[src/logic/hcr_defs.vh]
`ifndef HCR_DEFS_VH
`define HCR_DEFS_VH

// ***********************************************************
// register map
// ***********************************************************
`define HCR_IDX_SYSCFG1     16'hF221
`define HCR_ADDR_SYSCFG1    18'h3C884
`define HCR_ADDR_STATUS     18'h00000
`define HCR_ADDR_W          18
`define HCR_RESET_VAL       16'h40C0
`define HCR_WR_MASK         16'hFFF6

// ***********************************************************
// field positions
// ***********************************************************
`define HCR_RTS_BIT         15
`define HCR_LAT_HI          14
`define HCR_LAT_LO          12
`define HCR_BSZ_HI          11
`define HCR_BSZ_LO          9
`define HCR_ECC_BIT         8
`define HCR_RPOL_BIT        7
`define HCR_CPOL_BIT        6
`define HCR_OE_BIT          5
`define HCR_RTIM_BIT        4
`define HCR_HF_BIT          2
`define HCR_WTS_BIT         1

// ***********************************************************
// encodings
// ***********************************************************
`define HCR_LAT_MIN         3'h3
`define HCR_LAT_RESET       3'h4
`define HCR_BSZ_CONT        3'h0
`define HCR_BSZ_4           3'h1
`define HCR_BSZ_8           3'h2
`define HCR_BSZ_16          3'h3
`define HCR_BSZ_32          3'h4
`define HCR_BSZ_1K          3'h5
`define HCR_LEN_4           11'h004
`define HCR_LEN_8           11'h008
`define HCR_LEN_16          11'h010
`define HCR_LEN_32          11'h020
`define HCR_LEN_1K          11'h400
`define HCR_LEN_NONE        11'h000
`define HCR_RESP_OKAY       2'h0
`define HCR_RESP_SLVERR     2'h2

`endif

[src/logic/hcr_config_reg.v]
// Operation
// - bit 15 selects synchronous reads; reset gives asynchronous
// - bits 14:12 set first-word latency 3..7; codes 0..2 reserved
// - after reset latency reads 4 and high clock select reads 0
// - bits 11:9 select burst length: continuous,4,8,16,32,1K; 6,7 reserved
// - burst length applies to linear, wrap reads and linear writes
// - continuous gives up to 1K words, or page count in block read
// - block reads still honour fixed burst lengths
// - bit 8 zero applies error correction, one bypasses it
// - bit 7 one drives ready pin high for ready, zero low
// - bit 6 one: interrupt pin low busy, high ready; zero inverted
// - ready and interrupt pins float until bit 5 is set
// - bit 5 clears on cold reset or by host writing zero
// - bit 4 zero: ready one clock before data; one: with data
// - bit 2 enables operation above 66 MHz; reset zero
// - bits 3 and 0 read-only; reset value 40C0h
// - bit 1 selects synchronous writes; sync write with async read reserved
// - bit 0 always reads zero, boot buffer locked
//
// Implementation choice: the AXI4-Lite register port.
`timescale 1ns/1ps
`include "hcr_defs.vh"

module hcr_config_reg (
  input  wire        clock_i,          // 125 MHz system clock
  input  wire        reset_i,          // synchronous cold reset, active high
  input  wire [17:0] s_axi_awaddr_i,   // write address
  input  wire        s_axi_awvalid_i,  // write address valid
  output reg         s_axi_awready_o,  // write address ready
  input  wire [31:0] s_axi_wdata_i,    // write data
  input  wire [3:0]  s_axi_wstrb_i,    // write strobes
  input  wire        s_axi_wvalid_i,   // write data valid
  output reg         s_axi_wready_o,   // write data ready
  output reg  [1:0]  s_axi_bresp_o,    // write response
  output reg         s_axi_bvalid_o,   // write response valid
  input  wire        s_axi_bready_i,   // write response ready
  input  wire [17:0] s_axi_araddr_i,   // read address
  input  wire        s_axi_arvalid_i,  // read address valid
  output reg         s_axi_arready_o,  // read address ready
  output reg  [31:0] s_axi_rdata_o,    // read data
  output reg  [1:0]  s_axi_rresp_o,    // read response
  output reg         s_axi_rvalid_o,   // read data valid
  input  wire        s_axi_rready_i,   // read data ready
  input  wire        core_busy_i,      // device core busy (interrupt bit low)
  input  wire        data_ready_i,     // burst data valid next cycle
  output reg         ready_pin_o,      // ready pin output level
  output reg         ready_pin_oe_n_o, // ready pin enable, low drives
  output reg         compl_pin_o,      // completion pin output level
  output reg         compl_pin_oe_n_o, // completion pin enable, low drives
  output reg         read_timing_select_o,  // synchronous reads
  output reg         write_timing_select_o, // synchronous writes
  output reg  [2:0]  latency_cycles_o,      // first-word latency in cycles
  output reg  [10:0] burst_words_o,         // burst length, zero = continuous
  output reg         ecc_bypass_o,          // correction bypassed
  output reg         high_clock_select_o,   // above 66 MHz operation
  output reg         mode_reserved_o        // reserved mode combination chosen
);

  // ***********************************************************
  // configuration storage
  // ***********************************************************
  reg  [15:0] cfg_ff;
  reg  [15:0] nxt_cfg;
  reg  [17:0] awaddr_ff;
  reg  [31:0] wdata_ff;
  reg  [3:0]  wstrb_ff;
  reg         aw_have_ff;
  reg         w_have_ff;
  reg         ready_lvl_ff;

  wire aw_take = s_axi_awvalid_i & s_axi_awready_o;
  wire w_take  = s_axi_wvalid_i & s_axi_wready_o;
  wire wr_go   = aw_have_ff & w_have_ff & ~s_axi_bvalid_o;
  // only the word index is decoded, so the low two byte-address bits are ignored
  wire wr_hit  = (awaddr_ff[17:2] == `HCR_IDX_SYSCFG1);
  wire rd_hit  = (s_axi_araddr_i[17:2] == `HCR_IDX_SYSCFG1);

  // byte-lane merge; only writable bits may change
  always @* begin
    nxt_cfg = cfg_ff;
    if (wstrb_ff[0])
      nxt_cfg[7:0] = wdata_ff[7:0];
    if (wstrb_ff[1])
      nxt_cfg[15:8] = wdata_ff[15:8];
    nxt_cfg = (nxt_cfg & `HCR_WR_MASK) | (cfg_ff & ~`HCR_WR_MASK);
  end

  // ***********************************************************
  // write channel
  // ***********************************************************
  reg         nxt_awready;
  reg         nxt_wready;
  reg         nxt_bvalid;
  reg  [1:0]  nxt_bresp;
  reg         nxt_aw_have;
  reg         nxt_w_have;
  wire        b_done = s_axi_bvalid_o & s_axi_bready_i;

  always @* begin
    nxt_awready = ~aw_have_ff & ~aw_take;
    nxt_wready  = ~w_have_ff & ~w_take;
    nxt_aw_have = aw_have_ff | aw_take;
    nxt_w_have  = w_have_ff | w_take;
    nxt_bvalid  = s_axi_bvalid_o;
    nxt_bresp   = s_axi_bresp_o;
    if (wr_go) begin
      nxt_bvalid  = 1'b1;
      nxt_bresp   = wr_hit ? `HCR_RESP_OKAY : `HCR_RESP_SLVERR;
      nxt_aw_have = 1'b0;
      nxt_w_have  = 1'b0;
    end else if (b_done) begin
      nxt_bvalid = 1'b0;
    end
    // both channels stay closed until the response is accepted, so one write at a time
    if (wr_go | s_axi_bvalid_o) begin
      nxt_awready = b_done;
      nxt_wready  = b_done;
    end
  end

  always @(posedge clock_i) begin
    if (reset_i) begin
      cfg_ff          <= `HCR_RESET_VAL;
      aw_have_ff      <= 1'b0;
      w_have_ff       <= 1'b0;
      awaddr_ff       <= {`HCR_ADDR_W{1'b0}};
      wdata_ff        <= 32'h00000000;
      wstrb_ff        <= 4'h0;
      s_axi_awready_o <= 1'b0;
      s_axi_wready_o  <= 1'b0;
      s_axi_bvalid_o  <= 1'b0;
      s_axi_bresp_o   <= `HCR_RESP_OKAY;
    end else begin
      s_axi_awready_o <= nxt_awready;
      s_axi_wready_o  <= nxt_wready;
      s_axi_bvalid_o  <= nxt_bvalid;
      s_axi_bresp_o   <= nxt_bresp;
      aw_have_ff      <= nxt_aw_have;
      w_have_ff       <= nxt_w_have;
      if (aw_take) begin
        awaddr_ff <= s_axi_awaddr_i;
      end
      if (w_take) begin
        wdata_ff <= s_axi_wdata_i;
        wstrb_ff <= s_axi_wstrb_i;
      end
      // an unmapped write is answered with an error and stores nothing
      if (wr_go & wr_hit) begin
        cfg_ff <= nxt_cfg;
      end
    end
  end

  // ***********************************************************
  // read channel
  // ***********************************************************
  reg         nxt_arready;
  reg         nxt_rvalid;
  reg  [31:0] nxt_rdata;
  reg  [1:0]  nxt_rresp;
  wire        ar_take = s_axi_arvalid_i & s_axi_arready_o;

  always @* begin
    nxt_arready = s_axi_arready_o;
    nxt_rvalid  = s_axi_rvalid_o;
    nxt_rdata   = s_axi_rdata_o;
    nxt_rresp   = s_axi_rresp_o;
    if (s_axi_rvalid_o) begin
      // address channel reopens only once the data has been taken
      nxt_arready = s_axi_rready_i;
      if (s_axi_rready_i) begin
        nxt_rvalid = 1'b0;
      end
    end else if (ar_take) begin
      nxt_arready = 1'b0;
      nxt_rvalid  = 1'b1;
      nxt_rdata   = rd_hit ? {16'h0000, cfg_ff} : 32'h00000000;
      nxt_rresp   = rd_hit ? `HCR_RESP_OKAY : `HCR_RESP_SLVERR;
    end else begin
      nxt_arready = 1'b1;
    end
  end

  always @(posedge clock_i) begin
    if (reset_i) begin
      s_axi_arready_o <= 1'b0;
      s_axi_rvalid_o  <= 1'b0;
      s_axi_rdata_o   <= 32'h00000000;
      s_axi_rresp_o   <= `HCR_RESP_OKAY;
    end else begin
      s_axi_arready_o <= nxt_arready;
      s_axi_rvalid_o  <= nxt_rvalid;
      s_axi_rdata_o   <= nxt_rdata;
      s_axi_rresp_o   <= nxt_rresp;
    end
  end

  // ***********************************************************
  // decoded mode outputs
  // ***********************************************************
  reg         nxt_read_timing_select;
  reg         nxt_write_timing_select;
  reg  [2:0]  nxt_latency_cycles;
  reg  [10:0] nxt_burst_words;
  reg         nxt_ecc_bypass;
  reg         nxt_high_clock_select;
  reg         nxt_mode_reserved;
  wire [2:0]  lat_code  = cfg_ff[`HCR_LAT_HI:`HCR_LAT_LO];
  wire [2:0]  bsz_code  = cfg_ff[`HCR_BSZ_HI:`HCR_BSZ_LO];
  wire        lat_res   = (lat_code < `HCR_LAT_MIN);
  wire        bsz_res   = (bsz_code > `HCR_BSZ_1K);
  wire        wr_rd_res = cfg_ff[`HCR_WTS_BIT] & ~cfg_ff[`HCR_RTS_BIT];

  always @* begin
    nxt_read_timing_select  = cfg_ff[`HCR_RTS_BIT];
    nxt_write_timing_select = cfg_ff[`HCR_WTS_BIT];
    // reserved latency codes fall back to the shortest legal value
    if (lat_res) begin
      nxt_latency_cycles = `HCR_LAT_MIN;
    end else begin
      nxt_latency_cycles = lat_code;
    end
    case (bsz_code)
      `HCR_BSZ_4:  nxt_burst_words = `HCR_LEN_4;
      `HCR_BSZ_8:  nxt_burst_words = `HCR_LEN_8;
      `HCR_BSZ_16: nxt_burst_words = `HCR_LEN_16;
      `HCR_BSZ_32: nxt_burst_words = `HCR_LEN_32;
      `HCR_BSZ_1K: nxt_burst_words = `HCR_LEN_1K;
      // continuous: the burst engine runs to 1K or the page count
      default:     nxt_burst_words = `HCR_LEN_NONE;
    endcase
    nxt_ecc_bypass        = cfg_ff[`HCR_ECC_BIT];
    nxt_high_clock_select = cfg_ff[`HCR_HF_BIT];
    // flagged, not blocked: the register keeps what the host wrote
    nxt_mode_reserved     = wr_rd_res | bsz_res | lat_res;
  end

  always @(posedge clock_i) begin
    if (reset_i) begin
      read_timing_select_o  <= 1'b0;
      write_timing_select_o <= 1'b0;
      latency_cycles_o      <= `HCR_LAT_RESET;
      burst_words_o         <= `HCR_LEN_NONE;
      ecc_bypass_o          <= 1'b0;
      high_clock_select_o   <= 1'b0;
      mode_reserved_o       <= 1'b0;
    end else begin
      read_timing_select_o  <= nxt_read_timing_select;
      write_timing_select_o <= nxt_write_timing_select;
      latency_cycles_o      <= nxt_latency_cycles;
      burst_words_o         <= nxt_burst_words;
      ecc_bypass_o          <= nxt_ecc_bypass;
      high_clock_select_o   <= nxt_high_clock_select;
      mode_reserved_o       <= nxt_mode_reserved;
    end
  end

  // ***********************************************************
  // ready and completion pins
  // ***********************************************************
  reg         nxt_ready_pin;
  reg         nxt_compl_pin;
  reg         nxt_pins_oe_n;
  wire        ready_src = cfg_ff[`HCR_RTIM_BIT] ? ready_lvl_ff : data_ready_i;

  // with timing bit clear the pin leads the data by the one-cycle look-ahead
  always @* begin
    nxt_ready_pin = ~ready_src ^ cfg_ff[`HCR_RPOL_BIT];
    nxt_compl_pin = ~core_busy_i ^ ~cfg_ff[`HCR_CPOL_BIT];
    // levels are computed always; only the enable decides whether the host sees them
    nxt_pins_oe_n = ~cfg_ff[`HCR_OE_BIT];
  end

  always @(posedge clock_i) begin
    if (reset_i) begin
      ready_lvl_ff     <= 1'b0;
      ready_pin_o      <= 1'b0;
      compl_pin_o      <= 1'b0;
      ready_pin_oe_n_o <= 1'b1;
      compl_pin_oe_n_o <= 1'b1;
    end else begin
      ready_lvl_ff     <= data_ready_i;
      ready_pin_o      <= nxt_ready_pin;
      compl_pin_o      <= nxt_compl_pin;
      ready_pin_oe_n_o <= nxt_pins_oe_n;
      compl_pin_oe_n_o <= nxt_pins_oe_n;
    end
  end

endmodule

[config.mk]
export PLATFORM = sky130hd
export DESIGN_NAME = hcr_config_reg
export DESIGN_NICKNAME = d
export VERILOG_FILES = /design/src/logic/hcr_config_reg.v
export VERILOG_INCLUDE_DIRS = /design/src /design/src/logic
export SDC_FILE = /design/constraint.sdc
export NUM_CORES = 1
export LEC_CHECK = 0
export BUFFER_PORTS_ARGS = -buffer_cell sky130_fd_sc_hd__buf_2
export CAP_MARGIN = 20
export CORE_ASPECT_RATIO = 1.5
export CORE_MARGIN = 2
export CORE_UTILIZATION = 48
export CTS_BUF_LIST = sky130_fd_sc_hd__clkbuf_4
export DETAILED_ROUTE_END_ITERATION = 8
export PLACE_DENSITY = 0.81
export SLEW_MARGIN = 30
export SYNTH_ARGS = -nofsm -noshare
export SYNTH_HDL_FRONTEND = slang
export SYNTH_SLANG_ARGS = --single-unit
[constraint.sdc]
create_clock -name clock_i -period 1.6 [get_ports clock_i]
set_input_delay 0 -clock clock_i [delete_from_list [all_inputs] [get_ports clock_i]]
set_output_delay 0 -clock clock_i [all_outputs]
set_load 0.01 [all_outputs]
* Yosys cells after proc, flatten, opt, wreduce, memory -nomap -nowiden
Index checks and enable logic that the tools add are counted.
Word-level totals: word-level logic and storage cells 83, register bits 118
Cells by class: mux-type cells 17, bitwise logic cells 29, equal/unequal tests 7, magnitude comparators 2, reduce and logical (&&, ||, !) cells 3
Operators by type and width (count):
- 11-bit one-hot mux with 5 select lines | 1
- 16-bit == test (second input constant) | 2
- 16-bit 2-to-1 mux | 1
- 8-bit 2-to-1 mux | 2
- 16-bit by 4-bit OR with 16-bit output | 1
- 1-bit inverter | 11
- 1-bit AND | 10
- 1-bit 2-to-1 mux | 10
- 3-bit by 2-bit == test with 1-bit output (second input constant) | 2
- 3-bit == test (second input constant) | 2
- 1-bit OR | 5
- 2-bit 2-to-1 mux | 2
- 3-bit by 1-bit == test with 1-bit output (second input constant) | 1
- 3-bit > comparator (second input constant) | 1
- 3-bit by 2-bit less-than comparator with 1-bit output (second input constant) | 1
- 3-bit 2-to-1 mux | 1
- 2-bit AND reduction | 1
- 2-bit nonzero test | 1
- 2-bit OR reduction | 1
- 1-bit bitwise XOR | 2

* Longest topological paths before layout
Gate-level depths: netlist of run 1.
depth after elaboration 4, mapped depth 5, depth with buffers taken out 4

* Worst setup path before layout of run 1
Ideal clock, no wire load.
kind flip-flop to flip-flop, start point register awaddr_ff[3], end point register cfg_ff[14], data arrival time 1.289 ns, library setup time 0.115 ns, stages on the path, launching flop included 5, path slack 0.196 ns, buffers on the path 0, period minus slack after synthesis 1.404 ns, cells stage by stage dfxtp_1 > nor4b_2 > nand4_1 > or4_1 > o21a_1
On the way: cells in the longest elaborated chain, start to end 2
RTL lines:
- from (decl) | RTL line hcr_config_reg.v:64 | reg [17:0] awaddr_ff;
- from (signal assigned) | RTL line hcr_config_reg.v:126 | awaddr_ff <= {`HCR_ADDR_W{1'b0}};
- from (signal assigned) | RTL line hcr_config_reg.v:141 | awaddr_ff <= s_axi_awaddr_i;
- 16-bit == test (no source line)
- 1-bit AND | RTL line hcr_config_reg.v:148 | if (wr_go & wr_hit) begin
- to (signal assigned) | RTL line hcr_config_reg.v:123 | cfg_ff <= `HCR_RESET_VAL;
- to (signal assigned) | RTL line hcr_config_reg.v:149 | cfg_ff <= nxt_cfg;
- to (decl) | RTL line hcr_config_reg.v:62 | reg [15:0] cfg_ff;
Every way passes these cells. A chain may end at the register's enable or synchronous reset.

* Worst setup path after layout of run 1
start point register awaddr_ff[10], end point register cfg_ff[14]
Same word-level chain as after synthesis.

==> results of run 1 <==
[through the flow]
| step | cells | hold WS [ps] |
|---|---|---|
| global route | 571 | 16.73 |
| CTS | 571 | 6.868 |
| detailed placement | 514 | 246.7 |
| floorplan | 381 | 128.2 |
| global placement | 514 | 231.0 |
| finish | 571 | 20.19 |
[worst max-delay path by stage]
stage / from / endpoint / slack [ps] / cells after the start
2_1_floorplan: awaddr_ff[3]$_SDFFE_PP0P_ / cfg_ff[14]$_SDFFE_PP1P_ / 200 / 4
3_3_place_gp: awaddr_ff[10]$_SDFFE_PP0P_ / cfg_ff[8]$_SDFFE_PP0P_ / -8 / 4
3_5_place_dp: s_axi_rvalid_o$_SDFF_PP0_ / s_axi_rdata_o[4]$_SDFFE_PP0P_ / -50 / 3
4_1_cts: awaddr_ff[10]$_SDFFE_PP0P_ / cfg_ff[14]$_SDFFE_PP1P_ / -30 / 4
5_1_grt: awaddr_ff[10]$_SDFFE_PP0P_ / cfg_ff[14]$_SDFFE_PP1P_ / -60 / 4
6_report: awaddr_ff[10]$_SDFFE_PP0P_ / cfg_ff[14]$_SDFFE_PP1P_ / 30 / 4
[registers in the layout, summed over array words and instances, names as in the netlist, 2 cells and up]
name and flops:
cfg_ff 14, wdata_ff 14, burst_words_o 5, awaddr_ff 16, wstrb_ff 2, latency_cycles_o 3
s_axi_rdata_o 15
[what timing repair did]
action                     in CTS  in global routing
hold buffers                   40                  0
gates resized for setup         4                  8
setup endpoints to repair      19                 11
pin swaps                       0                  3
hold endpoints to repair       41                  0
buffers inserted                1                  0
[worst max-delay path: stages, from the launching register on]
cell,delay (ps)
dfxtp_2,350
nor4b_4,290
nand4_1,220
or4_1,510
o21a_1,120
[cells by family (layout without fill, tap and decap cells)]
logic type,count (synthesis),in the layout,synth area share
other,1,24,0.001151
XOR/XNOR,2,2,0.005379
AND/OR/NAND/NOR,137,137,0.2121
AO/OA/AOI/OAI,73,73,0.1299
flip-flops,87,87,0.5348
multiplexers,6,6,0.01921
adder cells (fa/ha/maj),2,2,0.007682
buffers and inverters,50,164,0.08989
[power groups by stage]
stage | registers [mW] | logic (mW) | clock network (mW)
finish | 2.26 | 0.381 | 1.19
global route | 2.27 | 0.423 | 1.31
CTS | 2.26 | 0.374 | 1.23
detailed placement | 2.31 | 0.297 | 0
global placement | 2.30 | 0.290 | 0
floorplan | 2.31 | 0.216 | 0
[cell usage in the layout (no fill, tap or decap), drive strengths merged, types with 7 or more instances in the layout]
master and n:
a22o 14, nand4 7, nor2 17, a21oi 48, clkbuf 10, buf 104, dfxtp 87, nand2 70
dlygate4sd3 39, conb 24, nor2b 9, o21ai 9
[cells in the mapped netlist]
library cell  instances  share of area
a211oi_1              1         0.0023
a21oi_1              48          0.074
a22o_1               14          0.038
and2_1                5         0.0096
and3_1                2         0.0038
and3b_1               1         0.0027
and4_1                1         0.0027
and4b_1               2         0.0061
and4bb_2              1         0.0038
buf_1                 1         0.0012
buf_2                 3         0.0046
buf_4                27          0.062
clkbuf_1             15          0.017
conb_1                1         0.0012
dfxtp_1              87           0.53
ha_1                  2         0.0077
inv_1                 4         0.0046
mux2_2                2         0.0069
mux2i_1               4          0.012
nand2_1              70          0.081
nand2b_1              2         0.0038
nand3_1               4         0.0061
nand3b_1              1         0.0023
nand4_1               7          0.013
nor2_1               16          0.018
nor2_2                1         0.0019
nor2b_1               9          0.017
nor3_1                3         0.0046
nor3_2                1         0.0031
nor4b_1               3         0.0081
nor4b_2               2         0.0092
nor4bb_1              2         0.0061
o21a_1                1         0.0023
o21ai_0               9          0.014
or2_2                 1         0.0019
or3_1                 2         0.0038
or4_1                 1         0.0023
xnor2_1               2         0.0054
[area by class of cell]
| type | instances | area, um2 | area share |
|---|---|---|---|
| Timing Repair Buffer | 144 | 955.9 | 0.2227 |
| Clock inverter | 6 | 61.31 | 0.01428 |
| Sequential cell | 87 | 1744 | 0.4063 |
| Tap cell | 76 | 95.09 | 0.02215 |
| Inverter | 4 | 15.01 | 0.003498 |
| Multi-Input combinational cell | 244 | 1346 | 0.3136 |
| Clock buffer | 10 | 75.07 | 0.01749 |
[layer usage]
metal	up-vias	wire (um)
li1	1422	-
met1	1241	2770
met2	99	3740
met3	10	426
met4	0	130
met5	-	0
==> metrics.md, run 1 <==
| Metric | Value |
|---|---|
| Routed wire per std cell | `12.38 um` |
| Wire length of the first global-routing pass | `11370 um` |
| Number of vias after detailed routing | `2772` |
| Setup crit end kind | `flop` |
| Unrepaired setup endpoints after global routing | `yes` |
| FILL cells | `530` |
| TritonCTS Sinks | `87` |
| Synth Cell Area | `between 3000 and 4000 um2` |
| Register bit count reported by yosys | `87` |
| Post-placement setup slack | `-45.55 ps` |
| Number of design-rule violations left by the first detailed-router iteration | `108` |
| Final Max Slew Viols | `0` |
| Number of antenna violations at the first check in global routing | `0` |
| Hold Path Sink | `s_axi_arready_o$_SDFF_PP0_` |
| Worst rel slew slack | `0.6037` |
| Worst-case reg-to-reg path depth | `4` |
| Die height | `104.9 um` |
| Final routed DRC violation total | `0` |
| Beginning of the worst hold path | `reset_i` |
| Number of diodes added for antenna fixing | `0` |
| Pin count of the biggest net entering global routing | `73` |
| Max Clk Rate | `roughly 640 MHz` |
| Overall fraction of global-route tracks in use | `0.1912` |
| Final instance area | `4293 um2` |
| Switching share of total power | `0.2417` |
| Met2 Use GR | `0.3466` |
| Total power | `3.832 mW` |
| Reg-to-reg slack, setup | `30 ps` |
| Count of boundary I/O pins | `145` |
| Final RePlAce weighted congestion | `0.7480` |
| Fraction of final layout cells with drive strength greater than 1 | `0.2707` |
| Total overflow reported by the global router | `0` |
| Via count of the first global-routing pass | `2669` |
| Number of antenna-violating nets in the routed design | `0` |
| Maximum Capacitance Violations | `0` |
| Clk network pwr share | `0.310` |
| Area of the die | `7474 um2` |
| Global Route met1 Usage | `0.2033` |
| Gate count after technology mapping | `358` |
| PD cells | `a little under 900 nW/um2` |
| Arrival time at the worst endpoint | `1920 ps` |
| Worst R2R End | `cfg_ff[14]$_SDFFE_PP1P_` |
| Required time at the endpoint of the critical path | `between 1500 and 2000 ps` |
| Transition time at the pin with the least slew margin | `591.7 ps` |
| Crit Reg-Reg Startpoint | `awaddr_ff[10]$_SDFFE_PP0P_` |
| Maximum fanout along the worst path | `3` |
| Post-layout worst setup margin | `25.41 ps` |
| Number of levels the H-tree was split into | `3` |
| DP Area | `3706 um2` |
| Power spent charging and discharging nets | `926.4 uW` |
| Met3 Use GR | `0.04339` |
| Final routed wirelength across all metal layers | `7067 um` |
| Cell internal pwr | `2.906 mW` |
| TritonCTS clock tree | `built` |
| Port-buffer cells | `96` |
| Core occupancy in the finished layout | `0.6573` |
| Post-route fraction of the period consumed by the critical path | `0.9841` |
| Leakage power of the design | `1.876 nW` |
| Comb power frac | `0.099` |
| Num CTS Buffers | `9` |
| Peak supply drop | `around 0.00056 V` |
| Setup Skew | `9.333 ps` |
| WHS Path Cells | `3` |
| Class of the tightest hold or removal check | `primary input to flop` |
| 1st-pass router iterations | `4` |
| Post-synthesis cell type count | `38` |
| Count of nets after finishing | `about 570` |
| Starting Density | `0.4987` |
| Maximum number of buffers from clock root to sink | `2` |
| Fin Setup TNS | `0 ps` |
| Syn avg cell area | `9.097 um2` |
| Final HPWL from detailed placement | `4709 um` |
| Die extent in x | `between 70 and 80 um` |
| Count of yosys warnings during synthesis | `0` |
| Part of the total power dissipated in sequential elements | `0.590` |
| Type of the setup path with the least slack | `flop to flop` |
| Part of the Yosys area used for sequential elements | `0.5348` |
| Layer with the highest usage | `met2` |
| Run status | `completed` |
| Number of cell rows | `36` |
| Tmin final | `roughly 1600 ps` |
| Clk Tree Root Cell | `clkbuf_4` |
| Number of vias per cell after detailed routing | `4.855` |
| Number of hold-slack violations in the final timing report | `0` |
| Clock transition at the registers of the reported paths | `130 ps` |
| Kind of launch point of the worst setup path | `flop` |
| Area growth syn-to-layout | `31.81%` |
| Clock latency on the worst-skew pair | `430 ps` |
| Setup violators final | `0` |
| Core area | `6531 um2` |
Note: power is estimated with default switching activity, not from simulation.
==> run 2, diff against run 1 <==
--- a/config.mk
+++ b/config.mk
@@ -9,10 +9,11 @@
 export BUFFER_PORTS_ARGS = -buffer_cell sky130_fd_sc_hd__buf_2
 export CAP_MARGIN = 20
 export CORE_ASPECT_RATIO = 1.5
-export CORE_MARGIN = 2
+export CORE_MARGIN = 5
 export CORE_UTILIZATION = 48
 export CTS_BUF_LIST = sky130_fd_sc_hd__clkbuf_4
 export DETAILED_ROUTE_END_ITERATION = 8
+export GPL_ROUTABILITY_DRIVEN = 0
 export PLACE_DENSITY = 0.81
 export SLEW_MARGIN = 30
 export SYNTH_ARGS = -nofsm -noshare
==> metrics.md, run 2 (synthesized netlist as in run 1, its figures left out) <==
| Metric | Value |
|---|---|
| Run status | `completed` |
| Count of nets after finishing | `583` |
| Post-route fraction of the period consumed by the critical path | `0.9913` |
| Final routed wirelength across all metal layers | `7503 um` |
| Cell breakdown of the critical path | `nor4b_4, nand4_1, buf_4, nor2_4, mux2_4` |
| Type of the setup path with the least slack | `flop to flop` |
| CP peak stage delay | `350 ps` |
| Setup Skew | `15.85 ps` |
| Final Max Slew Viols | `0` |
| Number of antenna violations at the first check in global routing | `1` |
| TritonCTS Sinks | `87` |
| Final cell count without fillers | `582` |
| Arrival time at the worst endpoint | `1920 ps` |
| Transition time at the pin with the least slew margin | `roughly 580 ps` |
| Routed wire per std cell | `12.89 um` |
| Worst R2R End | `cfg_ff[15]$_SDFFE_PP0P_` |
| Class of the tightest hold or removal check | `primary input to flop` |
| Fraction of final layout cells with drive strength greater than 1 | `0.2693` |
| Hold Path Sink | `wdata_ff[4]$_SDFFE_PP0P_` |
| PD cells | `857.6 nW/um2` |
| Count of boundary I/O pins | `~150` |
| Number of hold-slack violations in the final timing report | `0` |
| Core occupancy in the finished layout | `0.6625` |
| 1st-pass router iterations | `6` |
| Clock latency on the worst-skew pair | `approximately 440 ps` |
| Max reg flops | `16` |
| Leakage power of the design | `about 1.9 nW` |
| Starting Density | `0.4952` |
| Worst-case reg-to-reg path depth | `5` |
| Core area | `6576 um2` |
| Register with the most flip-flops | `awaddr_ff` |
| Beginning of the worst hold path | `s_axi_wvalid_i` |
| Required time at the endpoint of the critical path | `1940 ps` |
| Number of cell rows | `36` |
| Die height | `110.9 um` |
| Clk Tree Root Cell | `clkbuf_4` |
| Max Clk Rate | `between 600 and 700 MHz` |
| Area of the die | `roughly 8600 um2` |
| Port-buffer cells | `96` |
| Maximum Capacitance Violations | `0` |
| Reg-to-reg slack, setup | `about 14 ps` |
| Peak supply drop | `0.0005408 V` |
| Most frequent cells in the layout | `buf_2 (96), dfxtp_1 (84), nand2_1 (70)` |
| Final HPWL from detailed placement | `5182 um` |
| Die extent in x | `77.26 um` |
| Num CTS Buffers | `9` |
| Cell with the largest stage delay on the worst path | `dfxtp_2` |
| Tmin final | `1586 ps` |
| Number of antenna-violating nets in the routed design | `0` |
| Placed cell count | `around 520` |
| Setup violators final | `0` |
| TritonCTS clock tree | `built` |
| Kind of launch point of the worst setup path | `flop` |
| Via count of the first global-routing pass | `2831` |
| Number of vias after detailed routing | `2820` |
| Crit Reg-Reg Startpoint | `awaddr_ff[3]$_SDFFE_PP0P_` |
| Number of levels the H-tree was split into | `3` |
| Number of design-rule violations left by the first detailed-router iteration | `~130` |
| Maximum number of buffers from clock root to sink | `2` |
| Worst rel slew slack | `0.6122` |
| Maximum fanout along the worst path | `4` |
| Leading cell type in the layout, fill and taps excluded | `buf_2` |
| Overall fraction of global-route tracks in use | `0.1812` |
| Clock transition at the registers of the reported paths | `130 ps` |
| WHS Path Cells | `4` |
| Unrepaired setup endpoints after global routing | `yes` |
| Largest registers | `awaddr_ff (16), s_axi_rdata_o (15)` |
| Final routed DRC violation total | `0` |
| Setup crit end kind | `flop` |
| Wire length of the first global-routing pass | `12710 um` |
| Area growth syn-to-layout | `33.77%` |
| Pin count of the biggest net entering global routing | `24` |
| Total overflow reported by the global router | `0` |
| Number of vias per cell after detailed routing | `4.845` |
-- run 2: cell types whose count changed in the layout (fill, tap and decap cells not counted), moves of 3 or more --
cell           delta
clkbuf_4          +3
dlygate4sd3_1     +8
buf_4             +4
clkinv_2          -3
-- run 2: how the worst max path moves through the flow --
stage / start / cells past startpoint / slack [ps] / end
after global routing: awaddr_ff[10]$_SDFFE_PP0P_ / 4 / -80 / cfg_ff[14]$_SDFFE_PP1P_
after floorplan: awaddr_ff[3]$_SDFFE_PP0P_ / 4 / 200 / cfg_ff[14]$_SDFFE_PP1P_
after detailed placement: awaddr_ff[3]$_SDFFE_PP0P_ / 4 / -20 / cfg_ff[8]$_SDFFE_PP0P_
final: awaddr_ff[3]$_SDFFE_PP0P_ / 5 / 10 / cfg_ff[15]$_SDFFE_PP0P_
after global placement: awaddr_ff[3]$_SDFFE_PP0P_ / 4 / 6 / cfg_ff[8]$_SDFFE_PP0P_
after CTS: awaddr_ff[10]$_SDFFE_PP0P_ / 4 / -30 / cfg_ff[14]$_SDFFE_PP1P_
-- run 2: timing repair --
item | 4_1_cts | 5_1_grt
setup endpoints to repair | 19 | 10
resized for setup | 5 | 6
cloned | 0 | 0
pin swaps | 0 | 2
hold endpoints to repair | 45 | 1
setup buffers | 0 | 1
hold buffers | 47 | 1
-- run 2: worst max-delay path, delay by kind of cell (launching register included) --
family        cells  cell delay (ps)
flops             1              350
mux               1              310
simple gates      3              630
buf+inv           1              210
-- run 2: area by class of cell --
cell class                      instances  area [um2]
Tap cell                               76       95.09
Antenna cell                            1       2.502
Clock buffer                           13       97.59
Multi-Input combinational cell        244        1348
Inverter                                4       15.01
Clock inverter                          3       20.02
Fill cell                             513        2220
Sequential cell                        87        1745
Timing Repair Buffer                  154        1033
-- run 2: metrics by stage --
step | setup slack (ps) | cell area, um2 | power [mW] | hold slack [ps] | TNS [ps]
3_3_place_gp | 5.887 | 3716 | 2.594 | 230.9 | 0
2_1_floorplan | 196.2 | 3343 | 2.523 | 128.2 | 0
4_1_cts | -29.09 | 4320 | 3.754 | 15.48 | -29.09
3_5_place_dp | -23.07 | 3716 | 2.601 | 233.8 | -49.92
6_report | 13.89 | 4357 | 3.736 | 37.47 | 0
5_1_grt | -83.66 | 4357 | 3.914 | 35.69 | -235.3
-- run 2: routing by layer --
layer,wire (um),GRT usage,share of wire
met5,0,0,0
met4,198,0.09518,0.026
met2,3775,0.3082,0.50
met3,550,0.04878,0.073
met1,2978,0.2024,0.40
-- run 2: report_power, final --
group          internal [mW]  switching, mW  total (mW)
clock network          0.389          0.690        1.08
logic                  0.202          0.191       0.393
registers               2.23         0.0367        2.26
total                   2.82          0.918        3.74
